--- config.mk ---
export PLATFORM = sky130hd
export DESIGN_NAME = fiber_to_copper_symbol_path
export DESIGN_NICKNAME = d
export VERILOG_FILES = /design/src/rtl/symbol_path_pkg.sv /design/src/rtl/fiber_to_copper_symbol_path.sv /design/src/rtl/key_stream.sv /design/src/rtl/mlt3_splitter.sv
export SDC_FILE = /design/constraint.sdc
export NUM_CORES = 1
export LEC_CHECK = 0
export BUFFER_PORTS_ARGS = -buffer_cell sky130_fd_sc_hd__buf_2
export CELL_PAD_IN_SITES_DETAIL_PLACEMENT = 1
export CELL_PAD_IN_SITES_GLOBAL_PLACEMENT = 1
export CORE_ASPECT_RATIO = 0.7
export CORE_MARGIN = 2
export CORE_UTILIZATION = 38
export CTS_BUF_LIST = sky130_fd_sc_hd__clkbuf_8 sky130_fd_sc_hd__clkbuf_16
export DETAILED_ROUTE_END_ITERATION = 8
export PLACE_DENSITY = 0.85
export SYNTH_ARGS = -nofsm -noshare
export SYNTH_HDL_FRONTEND = slang
export SYNTH_SLANG_ARGS = --single-unit
--- constraint.sdc ---
create_clock -name sys_clk_i -period 2.3 [get_ports sys_clk_i]
set_input_delay 0 -clock sys_clk_i [delete_from_list [all_inputs] [get_ports sys_clk_i]]
set_output_delay 0 -clock sys_clk_i [all_outputs]
set_load 0.01 [all_outputs]
--- src/rtl/symbol_path_pkg.sv ---
package symbol_path_pkg;

  // Clocking: one system clock, bit rate by enable pulse
  localparam int SYS_CLK_MHZ = 250;
  localparam int BIT_RATE_MHZ = 125;
  localparam int BIT_DIV = SYS_CLK_MHZ / BIT_RATE_MHZ;

  // Symbol and key stream geometry
  localparam int SYM_BITS = 5;
  localparam int KEY_LEN = 11;
  localparam int KEY_TAP = 8;
  localparam logic [KEY_LEN-1:0] KEY_SEED = 11'h7FF;

  // Line symbols
  localparam logic [SYM_BITS-1:0] SYM_IDLE = 5'h1F;
  localparam logic [SYM_BITS-1:0] SYM_J = 5'h18;
  localparam logic [SYM_BITS-1:0] SYM_K = 5'h11;
  localparam logic [SYM_BITS-1:0] SYM_HALT = 5'h04;

  // Error indicator flash time
  localparam int FLASH_TIME_MS = 20;
  localparam int FLASH_CYCLES = FLASH_TIME_MS * 1000 * SYS_CLK_MHZ;
  localparam int FLASH_W = 24;

  // Register map (byte addresses)
  localparam int ADDR_W = 8;
  localparam logic [ADDR_W-1:0] OFS_STATUS = 8'h00;
  localparam logic [ADDR_W-1:0] OFS_MASK = 8'h04;
  localparam logic [ADDR_W-1:0] OFS_CTRL = 8'h08;
  localparam logic [ADDR_W-1:0] OFS_STRAPS = 8'h0C;
  localparam logic [ADDR_W-1:0] OFS_ERR_COUNT = 8'h10;

  // Status / mask bit positions
  localparam int EV_W = 4;
  localparam int EV_CODE_ERR = 0;
  localparam int EV_ALIGNED = 1;
  localparam int EV_SD_LOST = 2;
  localparam int EV_LINK_UP = 3;
  localparam logic [EV_W-1:0] MASK_RESET = 4'h0;

  // Control bits
  localparam int CTRL_W = 1;
  localparam int CTRL_HALT = 0;
  localparam logic [CTRL_W-1:0] CTRL_RESET = 1'h0;

  localparam int ERR_CNT_W = 16;
  localparam int TPI_W = 4;
  localparam int TPO_W = 7;

  typedef struct packed {
    logic force_fiber_signal_detect;
    logic test_port_enable;
    logic test_port_side_select;
    logic scrambler_bypass;
  } strap_t;

  typedef struct packed {
    logic pos;
    logic neg;
  } mlt3_t;

  function automatic logic valid_code(input logic [SYM_BITS-1:0] s);
    case (s)
      5'h1E, 5'h09, 5'h14, 5'h15, 5'h0A, 5'h0B, 5'h0E, 5'h0F,
      5'h12, 5'h13, 5'h16, 5'h17, 5'h1A, 5'h1B, 5'h1C, 5'h1D,
      5'h1F, 5'h18, 5'h11, 5'h0D, 5'h07, 5'h04: valid_code = 1'b1;
      default: valid_code = 1'b0;
    endcase
  endfunction

endpackage

--- src/rtl/fiber_to_copper_symbol_path.sv ---
`timescale 1ns/1ps
module fiber_to_copper_symbol_path
  import symbol_path_pkg::*;
#(
  parameter int FLASH_LEN = FLASH_CYCLES
) (
  // Clock and reset
  input wire logic sys_clk_i,
  input wire logic rst_i,
  // Configuration straps
  input wire logic force_fiber_signal_detect_i,
  input wire logic test_port_enable_i,
  input wire logic test_port_side_select_i,
  input wire logic scrambler_bypass_i,
  // Fiber receive side
  input wire logic fiber_rx_nrzi_i,
  input wire logic fiber_signal_detect_i,
  // Copper transmit side
  output logic tx_nrzi_o,
  output symbol_path_pkg::mlt3_t tx_mlt3_o,
  // Indicator
  output logic fiber_error_indicator_n_o,
  // Test port
  input wire logic [symbol_path_pkg::TPI_W-1:0] test_port_in_i,
  output logic [symbol_path_pkg::TPO_W-1:0] test_port_out_o,
  // APB slave
  input wire logic psel_i,
  input wire logic penable_i,
  input wire logic pwrite_i,
  input wire logic [symbol_path_pkg::ADDR_W-1:0] paddr_i,
  input wire logic [31:0] pwdata_i,
  output logic [31:0] prdata_o,
  output logic pready_o,
  output logic pslverr_o,
  // Interrupt
  output logic irq_o
);

  import symbol_path_pkg::*;

  localparam int PIN_W = 6 + TPI_W;
  localparam int DIV_W = (BIT_DIV > 1) ? $clog2(BIT_DIV) : 1;
  localparam logic [DIV_W-1:0] DIV_LAST = DIV_W'(BIT_DIV - 1);
  localparam logic [2:0] SLOT_LAST = 3'(SYM_BITS - 1);
  localparam logic [FLASH_W-1:0] FLASH_LOAD = FLASH_W'(FLASH_LEN);

  // Pin synchronisers; no reset, so strap levels reach the capture during reset
  logic [PIN_W-1:0] pin_meta_r;
  logic [PIN_W-1:0] pin_sync_r;
  logic rx_pin;
  logic sd_pin;
  logic [TPI_W-1:0] tpi_pin;
  strap_t strap_pin;
  strap_t strap_r;

  always_ff @(posedge sys_clk_i) begin
    pin_meta_r <= {test_port_in_i, fiber_signal_detect_i, fiber_rx_nrzi_i,
                   force_fiber_signal_detect_i, test_port_enable_i,
                   test_port_side_select_i, scrambler_bypass_i};
    pin_sync_r <= pin_meta_r;
  end

  assign strap_pin = pin_sync_r[3:0];
  assign rx_pin = pin_sync_r[4];
  assign sd_pin = pin_sync_r[5];
  assign tpi_pin = pin_sync_r[PIN_W-1:6];

  // Straps follow the pins only while reset is held, then freeze
  always_ff @(posedge sys_clk_i) begin
    if (rst_i) begin
      strap_r <= strap_pin;
    end
  end

  // Test port qualification
  logic tp_fiber;
  logic tp_copper;
  assign tp_fiber = strap_r.test_port_enable && strap_r.test_port_side_select;
  assign tp_copper = strap_r.test_port_enable && !strap_r.test_port_side_select;

  // Bit-rate enable
  logic [DIV_W-1:0] div_r;
  logic bit_en;

  assign bit_en = (div_r == DIV_LAST);

  always_ff @(posedge sys_clk_i) begin
    if (rst_i || bit_en) begin
      div_r <= '0;
    end else begin
      div_r <= div_r + DIV_W'(1);
    end
  end

  // Signal detect and link
  logic sd_eff;
  logic link_r;

  // Unless the force strap holds detect, fiber-side test input 0 fakes a loss of signal
  assign sd_eff = strap_r.force_fiber_signal_detect ||
                  (sd_pin && !(tp_fiber && tpi_pin[0]));

  always_ff @(posedge sys_clk_i) begin
    if (rst_i) begin
      link_r <= 1'b0;
    end else begin
      link_r <= sd_eff;
    end
  end

  // NRZI decode and deserializer
  logic rx_prev_r;
  logic rx_nrz;
  logic [2*SYM_BITS-1:0] rx_sh_r;
  logic [2*SYM_BITS-1:0] rx_sh_nxt;
  logic [2:0] slot_r;
  logic aligned_r;
  logic jk_hit;
  logic sym_stb;
  logic [SYM_BITS-1:0] rx_sym;

  assign rx_nrz = rx_pin ^ rx_prev_r;
  assign rx_sh_nxt = {rx_sh_r[2*SYM_BITS-2:0], rx_nrz};
  assign rx_sym = rx_sh_nxt[SYM_BITS-1:0];
  assign jk_hit = bit_en && !aligned_r && link_r && (rx_sh_nxt == {SYM_J, SYM_K});
  assign sym_stb = bit_en && (jk_hit || slot_r == SLOT_LAST);

  always_ff @(posedge sys_clk_i) begin
    if (rst_i) begin
      rx_prev_r <= 1'b0;
      rx_sh_r <= '0;
    end else if (bit_en) begin
      rx_prev_r <= rx_pin;
      rx_sh_r <= rx_sh_nxt;
    end
  end

  // Slot counter free-runs so copper always gets symbols; J/K restarts it
  always_ff @(posedge sys_clk_i) begin
    if (rst_i || sym_stb) begin
      slot_r <= 3'h0;
    end else if (bit_en) begin
      slot_r <= slot_r + 3'h1;
    end
  end

  // Boundary holds until Idle or link loss, then search resumes
  always_ff @(posedge sys_clk_i) begin
    if (rst_i || !link_r) begin
      aligned_r <= 1'b0;
    end else if (jk_hit) begin
      aligned_r <= 1'b1;
    end else if (sym_stb && aligned_r && rx_sym == SYM_IDLE) begin
      aligned_r <= 1'b0;
    end
  end

  // Code-group check
  logic code_err;
  assign code_err = sym_stb && aligned_r && !valid_code(rx_sym);

  // Transmit symbol choice
  logic [CTRL_W-1:0] ctrl_r;
  logic halt_sel;
  logic [SYM_BITS-1:0] plain_sym;
  logic [SYM_BITS-1:0] key_word;
  logic [SYM_BITS-1:0] tx_word;
  logic [SYM_BITS-1:0] tx_sym_r;
  logic [SYM_BITS-1:0] last_rx_r;

  assign halt_sel = ctrl_r[CTRL_HALT] || (tp_copper && tpi_pin[1]);

  always_comb begin
    if (!link_r || (tp_copper && tpi_pin[0])) begin
      plain_sym = halt_sel ? SYM_HALT : SYM_IDLE;
    end else begin
      plain_sym = rx_sym;
    end
  end

  assign tx_word = strap_r.scrambler_bypass ? plain_sym : (plain_sym ^ key_word);

  key_stream #(
    .LEN(KEY_LEN),
    .TAP(KEY_TAP)
  ) u_key (
    .sys_clk_i(sys_clk_i),
    .rst_i(rst_i),
    .bit_en_i(bit_en),
    .key_word_o(key_word)
  );

  // Serializer, MSB first
  logic [SYM_BITS-1:0] ser_r;

  always_ff @(posedge sys_clk_i) begin
    if (rst_i) begin
      ser_r <= '0;
      tx_sym_r <= '0;
      last_rx_r <= '0;
    end else if (sym_stb) begin
      ser_r <= tx_word;
      tx_sym_r <= tx_word;
      last_rx_r <= rx_sym;
    end else if (bit_en) begin
      ser_r <= {ser_r[SYM_BITS-2:0], 1'b0};
    end
  end

  mlt3_splitter u_mlt3 (
    .sys_clk_i(sys_clk_i),
    .rst_i(rst_i),
    .bit_en_i(bit_en),
    .nrz_i(ser_r[SYM_BITS-1]),
    .nrzi_o(tx_nrzi_o),
    .mlt3_o(tx_mlt3_o)
  );

  // Error indicator one-shot
  logic [FLASH_W-1:0] flash_r;

  always_ff @(posedge sys_clk_i) begin
    if (rst_i) begin
      flash_r <= '0;
    end else if (code_err) begin
      flash_r <= FLASH_LOAD;
    end else if (flash_r != '0) begin
      flash_r <= flash_r - FLASH_W'(1);
    end
  end

  always_ff @(posedge sys_clk_i) begin
    if (rst_i) begin
      fiber_error_indicator_n_o <= 1'b1;
    end else begin
      fiber_error_indicator_n_o <= !(code_err || flash_r != '0);
    end
  end

  // Test port outputs
  always_ff @(posedge sys_clk_i) begin
    if (rst_i || !strap_r.test_port_enable) begin
      test_port_out_o <= '0;
    end else if (strap_r.test_port_side_select) begin
      test_port_out_o <= {aligned_r, link_r, last_rx_r};
    end else begin
      test_port_out_o <= {halt_sel, tx_sym_r, ser_r[SYM_BITS-1]};
    end
  end

  // Events
  logic link_d_r;
  logic [EV_W-1:0] events;

  always_ff @(posedge sys_clk_i) begin
    if (rst_i) begin
      link_d_r <= 1'b0;
    end else begin
      link_d_r <= link_r;
    end
  end

  always_comb begin
    events = '0;
    events[EV_CODE_ERR] = code_err;
    events[EV_ALIGNED] = jk_hit;
    events[EV_SD_LOST] = link_d_r && !link_r;
    events[EV_LINK_UP] = link_r && !link_d_r;
  end

  // APB slave, zero wait states
  logic acc;
  logic wr;
  logic rd;
  logic mapped;
  logic [EV_W-1:0] status_r;
  logic [EV_W-1:0] mask_r;
  logic [ERR_CNT_W-1:0] err_cnt_r;

  assign acc = psel_i && penable_i;
  assign wr = acc && pwrite_i;
  assign rd = acc && !pwrite_i;
  assign mapped = (paddr_i == OFS_STATUS) || (paddr_i == OFS_MASK) ||
                  (paddr_i == OFS_CTRL) || (paddr_i == OFS_STRAPS) ||
                  (paddr_i == OFS_ERR_COUNT);
  assign pready_o = 1'b1;
  assign pslverr_o = acc && !mapped;

  always_comb begin
    prdata_o = '0;
    if (rd) begin
      case (paddr_i)
        OFS_STATUS: prdata_o[EV_W-1:0] = status_r;
        OFS_MASK: prdata_o[EV_W-1:0] = mask_r;
        OFS_CTRL: prdata_o[CTRL_W-1:0] = ctrl_r;
        OFS_STRAPS: prdata_o[3:0] = strap_r;
        OFS_ERR_COUNT: prdata_o[ERR_CNT_W-1:0] = err_cnt_r;
        default: prdata_o = '0;
      endcase
    end
  end

  // Write one to clear; a same-cycle event still sets
  always_ff @(posedge sys_clk_i) begin
    if (rst_i) begin
      status_r <= '0;
    end else if (wr && paddr_i == OFS_STATUS) begin
      status_r <= (status_r & ~pwdata_i[EV_W-1:0]) | events;
    end else begin
      status_r <= status_r | events;
    end
  end

  always_ff @(posedge sys_clk_i) begin
    if (rst_i) begin
      mask_r <= MASK_RESET;
    end else if (wr && paddr_i == OFS_MASK) begin
      mask_r <= pwdata_i[EV_W-1:0];
    end
  end

  always_ff @(posedge sys_clk_i) begin
    if (rst_i) begin
      ctrl_r <= CTRL_RESET;
    end else if (wr && paddr_i == OFS_CTRL) begin
      ctrl_r <= pwdata_i[CTRL_W-1:0];
    end
  end

  // Clear on read; an error in the read cycle is kept as a count of one
  always_ff @(posedge sys_clk_i) begin
    if (rst_i) begin
      err_cnt_r <= '0;
    end else if (rd && paddr_i == OFS_ERR_COUNT) begin
      err_cnt_r <= ERR_CNT_W'(code_err);
    end else if (code_err && err_cnt_r != '1) begin
      err_cnt_r <= err_cnt_r + ERR_CNT_W'(1);
    end
  end

  always_ff @(posedge sys_clk_i) begin
    if (rst_i) begin
      irq_o <= 1'b0;
    end else begin
      irq_o <= |(status_r & mask_r);
    end
  end

endmodule

--- src/rtl/key_stream.sv ---
`timescale 1ns/1ps
module key_stream
  import symbol_path_pkg::*;
#(
  parameter int LEN = KEY_LEN,
  parameter int TAP = KEY_TAP
) (
  // Clock and reset
  input wire logic sys_clk_i,
  input wire logic rst_i,
  // Bit pacing
  input wire logic bit_en_i,
  // Last five key bits, oldest in the top bit
  output logic [SYM_BITS-1:0] key_word_o
);

  logic [LEN-1:0] lfsr_r;
  logic fb;

  assign fb = lfsr_r[LEN-1] ^ lfsr_r[TAP];

  always_ff @(posedge sys_clk_i) begin
    if (rst_i) begin
      lfsr_r <= KEY_SEED;
      key_word_o <= '0;
    end else if (bit_en_i) begin
      lfsr_r <= {lfsr_r[LEN-2:0], fb};
      key_word_o <= {key_word_o[SYM_BITS-2:0], fb};
    end
  end

endmodule

--- src/rtl/mlt3_splitter.sv ---
`timescale 1ns/1ps
module mlt3_splitter
  import symbol_path_pkg::*;
(
  // Clock and reset
  input wire logic sys_clk_i,
  input wire logic rst_i,
  // Serial NRZ in
  input wire logic bit_en_i,
  input wire logic nrz_i,
  // Line side
  output logic nrzi_o,
  output symbol_path_pkg::mlt3_t mlt3_o
);

  logic [1:0] phase_r;
  logic [1:0] phase_nxt;

  assign phase_nxt = phase_r + 2'h1;

  always_ff @(posedge sys_clk_i) begin
    if (rst_i) begin
      nrzi_o <= 1'b0;
    end else if (bit_en_i && nrz_i) begin
      nrzi_o <= ~nrzi_o;
    end
  end

  // Phases 0,+,0,- so every second one lands on a stream, alternately pos and neg
  always_ff @(posedge sys_clk_i) begin
    if (rst_i) begin
      phase_r <= 2'h0;
      mlt3_o <= '0;
    end else if (bit_en_i && nrz_i) begin
      phase_r <= phase_nxt;
      mlt3_o.pos <= (phase_nxt == 2'h1);
      mlt3_o.neg <= (phase_nxt == 2'h3);
    end
  end

endmodule

==> reports/metrics.csv <==
metric;value;unit
status;finished with violations;
failing checks;setup timing;
Synth area leaders;dfxtp_1, mux2i_1, nor2_1;
final period utilization;100.6;%
post-detail-place hpwl;10.96;mm
maximum vdd ir drop;0.0004944;V
largest net degree at the start of global routing;61;
total core area;14860;sq um
WP data required;2.65;ns
slowest stage delay, CP;0.53;ns
setup TNS;-0.01301;ns
mux contribution to synthesized area;7.909;%
DR WL/cell;18.60;um
Post-synth EDFFs;4;
main combinational cell family by area after synthesis;simple AND/OR/NAND/NOR gates;
Syn Std Cell Area;5853;sq um
H-tree Lvls;4;
# nets final;795;
Synth Flop Type;dfxtp_1;
first-pass GRT wire length;27.34;mm
CTS buffer count;17;
GRT Total Usage;21.00;%
max-capacitance violation count;0;
drt pass-1 iters;5;
Vias;5131;
clock slew at reported path FFs;0.06;ns
vias in the first global route;5175;
startpoint types;flip-flop;
fmax;432.3;MHz
post-DR vias/cell;5.470;
Site Rows;37;
total wire length;17.45;mm
RSZ-0062 raised after global routing;yes;
die area;16430;sq um
Yosys cell types;60;
GR Overflow Total;0;
clock buffer depth;2;
Simple-Gate Fraction of Synth Area;23.36;%
compound-gate portion of the synthesized area;11.84;%
1st-iter DRT viols;350;
Critical Path AT;2.67;ns
Worst-Skew Late Latency;0.43;ns
Avg Cell Area, Syn;9.075;sq um
Pleak;2.857;nW
Port-buffer cells;53;
# fillers;1688;
ys async rst share;0;%
sequential area share after synthesis;45.49;%
post-synthesis cell count;645;
Initial Util;39.39;%
fraction of layout instances using a drive strength above 1;19.92;%
P&R area growth vs syn;24.52;%
XOR/XNOR Fraction of Synth Area;3.591;%
final setup fails;1;
synthesized-area fraction occupied by adder cells;2.138;%
CP endpoint kind;flip-flop;
RD Place Congestion;0.8409;
synthesis-stage register bit count;131;
power density cells;950.2;nW/um^2
most area-hungry cell type in the Yosys netlist;dfxtp_1;
Worst Path Class, Setup;flip-flop to flip-flop;
YS warnings;0;
commonest non-fill, non-tap cells in the layout;dfxtp_1, nor2_1, nand2_1;
top-area cell type share of the netlist area;43.44;%
TritonCTS clock tree;yes;
most common cell after layout, fill and taps aside;dfxtp_1;
Worst slew margin;34.50;%
final worst slack;-0.01301;ns
initial antenna violation count;0;
min-delay worst type;input pin to flip-flop;
clk root buf;clkbuf_16;
Chip Width;152.3;um
CTS sink cnt;131;
Worst Skew;0.01070;ns
pre-CTS setup slack;-0.08544;ns
Slew Viols, Final;0;
Tmin final;2.313;ns
crit path max-delay cell type;or4_4;
ant diodes;0;
drc violations;0;
Worst-Margin Slew;0.9815;ns
Final ANT Viol Nets;0;
Hold Fails Final Rpt;0;
crit path max fanout;6;
IO Count;101;
CP Cell Sequence;xnor2_4, inv_2, ha_4, nand4b_1, o31ai_4, buf_12, nand3_4, or4_4, a21oi_2;
Die H;107.8;um
[metrics by stage]
step / cells / util (%) / cell area, sq um / total power [mW] / hold slack, ns
final: 938 / 49.04 / 7288 / 6.926 / 0.04298
after global routing: 938 / 49.04 / 7288 / 7.219 / 0.08105
after CTS: 933 / 48.03 / 7138 / 6.912 / 0.04673
after detailed placement: 887 / 42.69 / 6344 / 4.031 / 0.1042
after global placement: 887 / 42.69 / 6344 / 3.942 / 0.1023
after floorplan: 660 / - / 5909 / 3.627 / 0.02772
[cells by family after synthesis]
family	count (synthesis)
AOI/OAI and AO/OA	106
xor gates and xnor gates	24
adders and majority gates	10
buffers and inverters	62
DFF	131
muxes	45
other	2
and+or+nand+nor	265
[power by group]
| group | total, mW | switching, mW | internal, mW |
|---|---|---|---|
| combinational | 1.50 | 0.925 | 0.572 |
| sequential | 2.62 | 0.165 | 2.45 |
| clock | 2.81 | 1.05 | 1.76 |
[critical path, delay by kind of cell, from the launching register on]
family	cells	cell delay, ns
AO/OA/AOI/OAI	2	0.49
XOR/XNOR	1	0.16
adder cells (fa/ha/maj)	1	0.15
flip-flops	1	0.35
buffers and inverters	2	0.28
AND/OR/NAND/NOR	3	0.81
[sequential cells by signal, summed over array words and instances (netlist names), 2 cells and up]
register / count
rx_sh_r: 9
u_key.lfsr_r: 11
last_rx_r: 5
ser_r: 5
tx_sym_r: 5
slot_r: 3
flash_r: 24
status_r: 4
u_mlt3.phase_r: 2
pin_meta_r: 8
pin_sync_r: 8
test_port_out_o: 7
u_key.key_word_o: 5
u_mlt3.mlt3_o: 2
err_cnt_r: 16
mask_r: 4
strap_r: 4
[metal layers]
metal  vias to the layer above  routed length (um)  share of wire (%)  global-route usage (%)
met1                      2541                7760                 44                   26.57
met5                         -                   0                  0                       0
li1                       2422                   -                  -                       -
met2                       145                8592                 49                   35.91
met4                         0                 287                1.6                   6.275
met3                        23                 808                4.6                   4.911
[repair_timing]
action / in CTS / in global routing
endpoints found under the setup margin: 33 / 28
pin swaps: 4 / 8
endpoints found under the hold margin: 17 / 0
hold buffers: 12 / 0
buffers inserted: 2 / 5
resized for setup: 9 / 23
[path summary, 6_finish.rpt]
path,cells after the start,slack [ns],to,start
min reg2reg,0,0.32,pin_sync_r[7],pin_meta_r[7]
max reg2reg,9,-0.01,err_cnt_r[4],pin_sync_r[4]
min,5,0.04,ctrl_r,paddr_i[1]
max,9,-0.01,err_cnt_r[4],pin_sync_r[4]
[cell usage after synthesis (all sizes together) (2+ instances only)]
library cell  instances
o211ai                5
xor2                 13
nand4b                5
xnor2                11
or3                   7
conb                  2
o22ai                 7
nor3                 13
or2                   4
nand4                11
nand2                58
o21ai                20
buf                  25
mux2i                44
and4                  4
a211oi                6
a21oi                32
nor2b                11
ha                   10
edfxtp                4
and3                  4
nor4                  7
nand3                19
o41ai                 6
a22oi                 2
dfxtp               127
o311ai                7
nand3b                6
nand2b               17
or4b                  2
a31oi                 9
inv                  15
and2                 16
or4                   6
clkbuf               21
nor2                 71
o31ai                 4
[final cells by class]
type                            instances  area, sq um  share of cell area [%]
Clock inverter                         14        161.4                   2.215
Sequential cell                       131         2669                   36.62
Multi-Input combinational cell        467         3058                   41.96
Tap cell                              195        244.0                   3.348
Inverter                               16        60.06                  0.8240
Clock buffer                           18        450.4                   6.180
Timing Repair Buffer                   97        645.6                   8.858
No activity file was read; power rests on OpenSTA's default activity.
